<file path="src/clg_consts.vh">
`ifndef CLG_CONSTS_VH
`define CLG_CONSTS_VH

// number of input pins on the block
`define CLG_NUM_INPUTS 4

// width and encoding of the function selection
`define CLG_FN_W    3
`define CLG_FN_AND  3'h0
`define CLG_FN_OR   3'h1
`define CLG_FN_NAND 3'h2
`define CLG_FN_NOR  3'h3
`define CLG_FN_NOT  3'h4
`define CLG_FN_XOR  3'h5

// number of functions and their bit positions in the one-hot views
`define CLG_NUM_FN   6
`define CLG_HIT_AND  0
`define CLG_HIT_OR   1
`define CLG_HIT_NAND 2
`define CLG_HIT_NOR  3
`define CLG_HIT_NOT  4
`define CLG_HIT_XOR  5

// output level after reset
`define CLG_OUT_RESET 1'h0

// neutral seeds of the and and or chains
`define CLG_SEED_ON  1'h1
`define CLG_SEED_OFF 1'h0

`endif

</file>
<file path="src/clg_logic_gate.v">
`timescale 1ns/1ps
// Notes on behaviour
// - four inputs, pin position never matters
// - no connected input keeps output off
// - AND: all connected on; unused count on
// - OR: on if any connected input on
// - OR: unused inputs count as off
// - NOT: output inverts the single connected input
// - XOR: on when two differ; unused counts on
// - NAND: on if any off; unused count on
// - NOR: on if all off; unused count off
`include "clg_consts.vh"

module clg_logic_gate
#(
  parameter N_IN = `CLG_NUM_INPUTS
)
(
  // clock and reset
  input  wire              clk,
  input  wire              rst_n,
  // static configuration
  input  wire [`CLG_FN_W-1:0] fn_sel,
  input  wire [N_IN-1:0]   in_used,
  // binary inputs from upstream blocks, on/off only
  input  wire [N_IN-1:0]   in_val,
  // registered result
  output reg               out_q
);

  // unused pins are forced to the neutral level of each function
  wire [N_IN-1:0]          as_on;
  wire [N_IN-1:0]          as_off;
  // running chains across the pins, seeded with each neutral level
  wire [N_IN:0]            and_chain;
  wire [N_IN:0]            or_chain;
  wire [N_IN:0]            xor_chain;
  wire [N_IN:0]            used_chain;
  // summary of the connected pins
  wire                     any_used;
  wire                     and_all;
  wire                     or_any;
  wire                     odd_ones;
  // one result per function, all formed every cycle
  reg                      res_and;
  reg                      res_or;
  reg                      res_nand;
  reg                      res_nor;
  reg                      res_not;
  reg                      res_xor;
  wire [`CLG_NUM_FN-1:0]   fn_res;
  // one-hot view of the selection
  wire [`CLG_NUM_FN-1:0]   fn_hit;
  wire                     fn_known;
  reg                      out_d;

  // true when the selection names the given function code
  function sel_is;
    input [`CLG_FN_W-1:0] sel;
    input [`CLG_FN_W-1:0] code;
    begin
      sel_is = (sel == code);
    end
  endfunction

  // picks the result of the selected function; unknown codes give off
  function pick_result;
    input [`CLG_FN_W-1:0]   sel;
    input [`CLG_NUM_FN-1:0] res;
    begin
      case (sel)
        `CLG_FN_AND:
        begin
          pick_result = res[`CLG_HIT_AND];
        end
        `CLG_FN_OR:
        begin
          pick_result = res[`CLG_HIT_OR];
        end
        `CLG_FN_NAND:
        begin
          pick_result = res[`CLG_HIT_NAND];
        end
        `CLG_FN_NOR:
        begin
          pick_result = res[`CLG_HIT_NOR];
        end
        `CLG_FN_NOT:
        begin
          pick_result = res[`CLG_HIT_NOT];
        end
        `CLG_FN_XOR:
        begin
          pick_result = res[`CLG_HIT_XOR];
        end
        default:
        begin
          pick_result = `CLG_OUT_RESET;
        end
      endcase
    end
  endfunction

  genvar g;
  generate
    for (g = 0; g < N_IN; g = g + 1)
    begin : g_pin
      // on-neutral view for and, nand and xor
      assign as_on[g]  = in_val[g] | ~in_used[g];
      // off-neutral view for or, nor and not
      assign as_off[g] = in_val[g] & in_used[g];
    end
  endgenerate

  // chains fold the pins one by one, so pin position never matters
  assign and_chain[0]  = `CLG_SEED_ON;
  assign or_chain[0]   = `CLG_SEED_OFF;
  assign xor_chain[0]  = `CLG_SEED_OFF;
  assign used_chain[0] = `CLG_SEED_OFF;

  generate
    for (g = 0; g < N_IN; g = g + 1)
    begin : g_fold
      assign and_chain[g+1]  = and_chain[g] & as_on[g];
      assign or_chain[g+1]   = or_chain[g] | as_off[g];
      assign xor_chain[g+1]  = xor_chain[g] ^ as_on[g];
      assign used_chain[g+1] = used_chain[g] | in_used[g];
    end
  endgenerate

  assign any_used = used_chain[N_IN];
  assign and_all  = and_chain[N_IN];
  assign or_any   = or_chain[N_IN];
  // with unused pins as on, two connected pins give a plain xor
  assign odd_ones = xor_chain[N_IN];

  always @*
  begin
    res_and = and_all;
  end

  always @*
  begin
    res_or = or_any;
  end

  always @*
  begin
    res_nand = ~and_all;
  end

  always @*
  begin
    res_nor = ~or_any;
  end

  // several connected pins act as nor; one pin is a plain inverter
  always @*
  begin
    res_not = ~or_any;
  end

  always @*
  begin
    res_xor = odd_ones;
  end

  assign fn_res[`CLG_HIT_AND]  = res_and;
  assign fn_res[`CLG_HIT_OR]   = res_or;
  assign fn_res[`CLG_HIT_NAND] = res_nand;
  assign fn_res[`CLG_HIT_NOR]  = res_nor;
  assign fn_res[`CLG_HIT_NOT]  = res_not;
  assign fn_res[`CLG_HIT_XOR]  = res_xor;

  // one-hot decode of the selection
  assign fn_hit[`CLG_HIT_AND]  = sel_is(fn_sel, `CLG_FN_AND);
  assign fn_hit[`CLG_HIT_OR]   = sel_is(fn_sel, `CLG_FN_OR);
  assign fn_hit[`CLG_HIT_NAND] = sel_is(fn_sel, `CLG_FN_NAND);
  assign fn_hit[`CLG_HIT_NOR]  = sel_is(fn_sel, `CLG_FN_NOR);
  assign fn_hit[`CLG_HIT_NOT]  = sel_is(fn_sel, `CLG_FN_NOT);
  assign fn_hit[`CLG_HIT_XOR]  = sel_is(fn_sel, `CLG_FN_XOR);
  // codes outside the list give an off output rather than a guess
  assign fn_known = |fn_hit;

  always @*
  begin
    out_d = `CLG_OUT_RESET;
    if (!any_used)
    begin
      out_d = `CLG_OUT_RESET;
    end
    else if (!fn_known)
    begin
      out_d = `CLG_OUT_RESET;
    end
    else
    begin
      out_d = pick_result(fn_sel, fn_res);
    end
  end

  // one register stage keeps the output free of decode glitches
  always @(posedge clk or negedge rst_n)
  begin
    if (!rst_n)
    begin
      out_q <= `CLG_OUT_RESET;
    end
    else
    begin
      out_q <= out_d;
    end
  end

endmodule // clg_logic_gate

</file>
<file path="config.mk">
export PLATFORM = sky130hd
export DESIGN_NAME = clg_logic_gate
export DESIGN_NICKNAME = d
export VERILOG_FILES = /design/src/clg_logic_gate.v
export VERILOG_INCLUDE_DIRS = /design/src
export SDC_FILE = /design/constraint.sdc
export NUM_CORES = 1
export LEC_CHECK = 0
export ABC_CLOCK_PERIOD_IN_PS = 800
export BUFFER_PORTS_ARGS = -buffer_cell sky130_fd_sc_hd__buf_2
export CAP_MARGIN = 30
export CORE_AREA = 2 2 39 41
export CTS_CLUSTER_DIAMETER = 200
export CTS_CLUSTER_SIZE = 24
export DETAILED_ROUTE_END_ITERATION = 16
export DIE_AREA = 0 0 41 43
export HOLD_SLACK_MARGIN = 0.02
export PLACE_DENSITY_LB_ADDON = 0.15
export SYNTH_ARGS = -nofsm -noshare
export SYNTH_HDL_FRONTEND = slang
export SYNTH_SLANG_ARGS = --single-unit
</file>
<file path="constraint.sdc">
create_clock -name clk -period 0.8 [get_ports clk]
set_clock_uncertainty 0.05 [all_clocks]
set_input_delay 0.16 -clock clk [delete_from_list [all_inputs] [get_ports clk]]
set_output_delay 0.16 -clock clk [all_outputs]
set_load 0.03 [all_outputs]
</file>
; ---- After elaboration in Yosys (flattened, before gate mapping)
; Cells that the tools add are included.
; Widths: inputs -> output; s select.
[totals]
register_bits = 1
out_inout_bits = 1
word_cells = 38
[op_classes]
eq_ne = 5
muxes = 3
n_bitwise = 26
n_reduce_logical = 3
[op_table]
columns = cell, count
row1 = $or 1x1->1, 10
row2 = $and 1x1->1, 7
row3 = $eq 3x2->1 const B, 2
row4 = $eq 3x3->1 const B, 2
row5 = $not 1->1, 6
row6 = $reduce_or 6->1, 1
row7 = $pmux 1 s5, 1
row8 = $eq 3x1->1 const B, 1
row9 = $logic_not 3->1, 1
row10 = $xor 1x1->1, 3
row11 = $mux 1, 2
row12 = $reduce_or 2->1, 1

; ---- Logic depth before layout (Yosys ltp)
[logic_depth]
word_depth = 9
depth_mapped = 5
depth_no_buf = 5

; ---- Worst setup path before layout
; No wires, ideal clock.
[synth_path]
kind = input to register
startpoint = input in_val[0]
endpoint = register out_q
t_arrival_ns = 1.310
required_time_ns = 0.682
path_slack_ns = -0.628
path_stages = 5
n_path_buf = 0
cell_sequence = nand2b_1 > ha_1 > xnor3_1 > o311ai_1 > and4_1
[synth_via]
elab_chain_len = 8
word_cells_on_any_way = 16
cone_classes = 3 x mux / 13 x bitwise
[synth_lines]
columns = element, line_no
row1 = from (decl), clg_logic_gate.v:26  ; input wire [N_IN-1:0] in_val,
row2 = $and 1x1->1 / $or 1x1->1 (equally long branches), "clg_logic_gate.v:111, clg_logic_gate.v:109"
row3 = $or 1x1->1 / $and 1x1->1 (equally long branches) (3 in a row), "clg_logic_gate.v:125, clg_logic_gate.v:124"
row4 = "$not 1->1, on equally long branches", "clg_logic_gate.v:154, clg_logic_gate.v:160, clg_logic_gate.v:149"
row5 = $pmux 1 s5 (*), clg_logic_gate.v:71  ; case (sel)
row6 = $mux 1 (*), clg_logic_gate.v:192  ; else if (!fn_known)
row7 = $mux 1 (*), clg_logic_gate.v:188  ; if (!any_used)
row8 = named net out_d, clg_logic_gate.v:55  ; reg out_d;
row9 = to (signal assigned), clg_logic_gate.v:207  ; out_q <= `CLG_OUT_RESET;
row10 = to (signal assigned), clg_logic_gate.v:211  ; out_q <= out_d;
row11 = to (decl), clg_logic_gate.v:28  ; output reg out_q
; The timed path passes the listed nets; every way through them passes the cells marked *.

; ---- Worst setup path in the final report
[layout_path]
startpoint = input in_val[1]
endpoint = register out_q
; The elaborated chain is that of the path after synthesis.

==> results.py <==
metrics = {
    "status": {
        "status": "complete, but fails checks",
        "violations": "setup timing",
    },
    "logic_synthesis": {
        "ys_ff_latch": 1,
        "synth-adder-area-share": 0.0662,
        "synth_top_family_by_area": "simple AND/OR/NAND/NOR gates",
        "synthMuxAreaShare": 0.0530,
        "syn_area_sq_um": 189,
        "ys_warn_count": 0,
        "synth_compound_area_frac": 0.258,
        "synth-xor-area-share": 0.119,
        "syn_nets": 37,
        "synthSimpleGateAreaFrac": 0.331,
        "synth_cells": 23,
        "ys_seq_area_frac": 0.132,
        "ys_types": 20,
        "syn_area_per_cell_sq_um": 8.21,
    },
    "cells_and_area": {
        "largest_reg_flops": 1,
        "syn_to_final_growth_pct": 103,
        "stdcell_count": 61,
        "diodes": 0,
        "nets": 61,
        "drive_gt1_frac": 0.578,
        "top_register": "out_q",
        "largest_registers": "out_q: 1 flops",
    },
    "timing": {
        "finalCritPeriodShare": 1.80,
        "layout_min_cycle_time_ns": 1.44,
        "setup_viol": 1,
        "rsz0062_at_grt": "yes",
        "max_freq_mhz": 696,
        "tightest_slew_ns": 0.296,
        "max-slew-margin-rel": 0.803,
        "drv_slew": 0,
        "setup_slack_ns": -0.636,
        "hold_violations": 0,
    },
    "place": {
        "dpl.cell_count": 59,
        "io_buffers": 13,
        "pre_cts_slack_ns": -0.695,
        "place_congestion": 0.718,
    },
    "flow_run": {
        "cap_violations": 0,
    },
    "detailed_routing": {
        "post_drt_wl_per_cell_um": 9.25,
        "first_iter_violations": 0,
        "drt_wl_total_um": 564,
        "vias_per_cell": 4.13,
        "drc": 0,
        "firstDrtPassIters": 1,
        "dr_total_vias": 252,
        "antenna_left": 0,
    },
    "clock_tree": {
        "path_clk_slew_ns": 0,
    },
    "floorplan": {
        "dieHeight_um": 43,
        "core-area_sq_um": 1380,
        "design.die.area_sq_um": 1760,
        "start_util": 0.137,
        "io-pin-count": 14,
        "die_w_um": 41,
        "rows": 14,
    },
    "critical_path": {
        "cp.arrival_ns": 1.32,
        "critPathBufInv": 1,
        "crit_family": "simple AND/OR/NAND/NOR gates",
        "critPathLaunchType": "input port",
        "cp-end-kind": "register",
        "worstSetupPathType": "input port to register",
        "max_stage_delay_ns": 0.26,
        "critPathSlowestCell": "ha_4",
        "cp_cell_sequence": "buf_6 -> nand2b_4 -> ha_4 -> xnor3_1 -> o311ai_1 -> and4_1",
        "required_ns": 0.68,
        "worstPathMaxFanout": 2,
    },
    "power": {
        "power_density_nw_per_um2": 665,
        "vdd.ir_drop.worst_uv": 175,
        "p_leak_nw": 0.193,
    },
    "global_route": {
        "antenna_found_initial": 0,
        "grt_pass1_wl_um": 993,
        "grt_use_total": 0.0760,
        "grt_pass1_vias": 260,
        "grt_max_degree": 6,
        "grt.overflow.total": 0,
    },
    "worst_hold_path": {
        "worstHoldPathType": "input port to asynchronous set/reset pin",
    },
}
-- power breakdown --
| group | total, W | switching [W] | internal [W] |
|---|---|---|---|
| registers | 0.0000586 | 0.000000953 | 0.0000577 |
| logic | 0.000197 | 0.0000829 | 0.000114 |
| clock network | 0 | 0 | 0 |
| total | 0.000255 | 0.0000839 | 0.000172 |
-- final timing paths --
| kind | from | slack [ns] | depth (start not counted) | to |
|---|---|---|---|---|
| setup / recovery | in_val[1] | -0.64 | 6 | out_q |
| hold / removal | rst_n | 0.42 | 2 | out_q |
| max in group asynchronous | rst_n | 0.19 | 2 | out_q |
| min in group clk | fn_sel[0] | 0.52 | 3 | out_q |
-- synthesized netlist by cell type --
| cell type | number | area share |
|---|---|---|
| mux2i_1 | 1 | 0.053 |
| dfrtp_1 | 1 | 0.13 |
| and4_1 | 1 | 0.046 |
| and2b_2 | 1 | 0.046 |
| a31o_2 | 1 | 0.046 |
| inv_1 | 2 | 0.040 |
| nor2_1 | 1 | 0.020 |
| nor4_1 | 1 | 0.033 |
| o21ai_0 | 1 | 0.026 |
| nand2_1 | 1 | 0.020 |
| xnor3_1 | 1 | 0.12 |
| a21oi_1 | 1 | 0.026 |
| nand2b_1 | 2 | 0.066 |
| ha_1 | 1 | 0.066 |
| a22oi_1 | 2 | 0.079 |
| nor3b_1 | 1 | 0.040 |
| nor3_1 | 1 | 0.026 |
| nor2b_1 | 1 | 0.033 |
| o311ai_1 | 1 | 0.046 |
| a31oi_1 | 1 | 0.033 |
-- area by class of cell --
class / count / area, sq um
inverter: 2 / 7.51
multi-input combinational: 20 / 184
sequential: 1 / 25.0
timing repair buffer: 22 / 148
fill: 160 / 1000
tap: 16 / 20.0
-- what timing repair did --
item                                   4_1_cts  5_1_grt
buffers inserted                             1        0
setup endpoints to repair                    1        1
gates resized for setup                      2        0
hold buffers                                 1        0
gates cloned                                 0        0
endpoints found under the hold margin        1        0
pin swaps                                    3        0
-- per-layer routing --
layer / wire, um / up-vias / share of wire / global-route usage
met5: 0 / - / 0 / 0
met4: 0 / 0 / 0 / 0
met3: 24 / 0 / 0.043 / 0
met2: 345 / 5 / 0.61 / 0.150
met1: 194 / 112 / 0.34 / 0.0889
li1: - / 135 / - / -
-- stage by stage --
stage          power [W]  cell area, sq um  utilization  hold WS [ns]  setup TNS [ns]
3_3_place_gp    0.000236               354        0.256        -0.115          -0.639
2_1_floorplan   0.000150               216            -        -0.186          -0.479
6_report        0.000255               384        0.278         0.423          -0.636
3_5_place_dp    0.000244               354        0.256        -0.114          -0.695
5_1_grt         0.000275               384        0.278         0.459          -0.699
4_1_cts         0.000258               384        0.278         0.421          -0.651
-- cells in the final DEF (no fill, tap or decap), types with 2 or more instances in the layout --
cell,instances
a22oi_1,2
inv_1,2
nand2b_4,2
buf_6,2
buf_2,11
buf_4,8
-- cells by family (layout without fill, tap and decap cells) --
logic type / after synthesis / after routing
and+or+nand+nor: 10 / 10
AOI/OAI and AO/OA: 7 / 7
buffers and inverters: 2 / 24
adders and majority gates: 1 / 1
xor gates and xnor gates: 1 / 1
muxes: 1 / 1
DFF: 1 / 1
(Power assumes the default switching activity.)
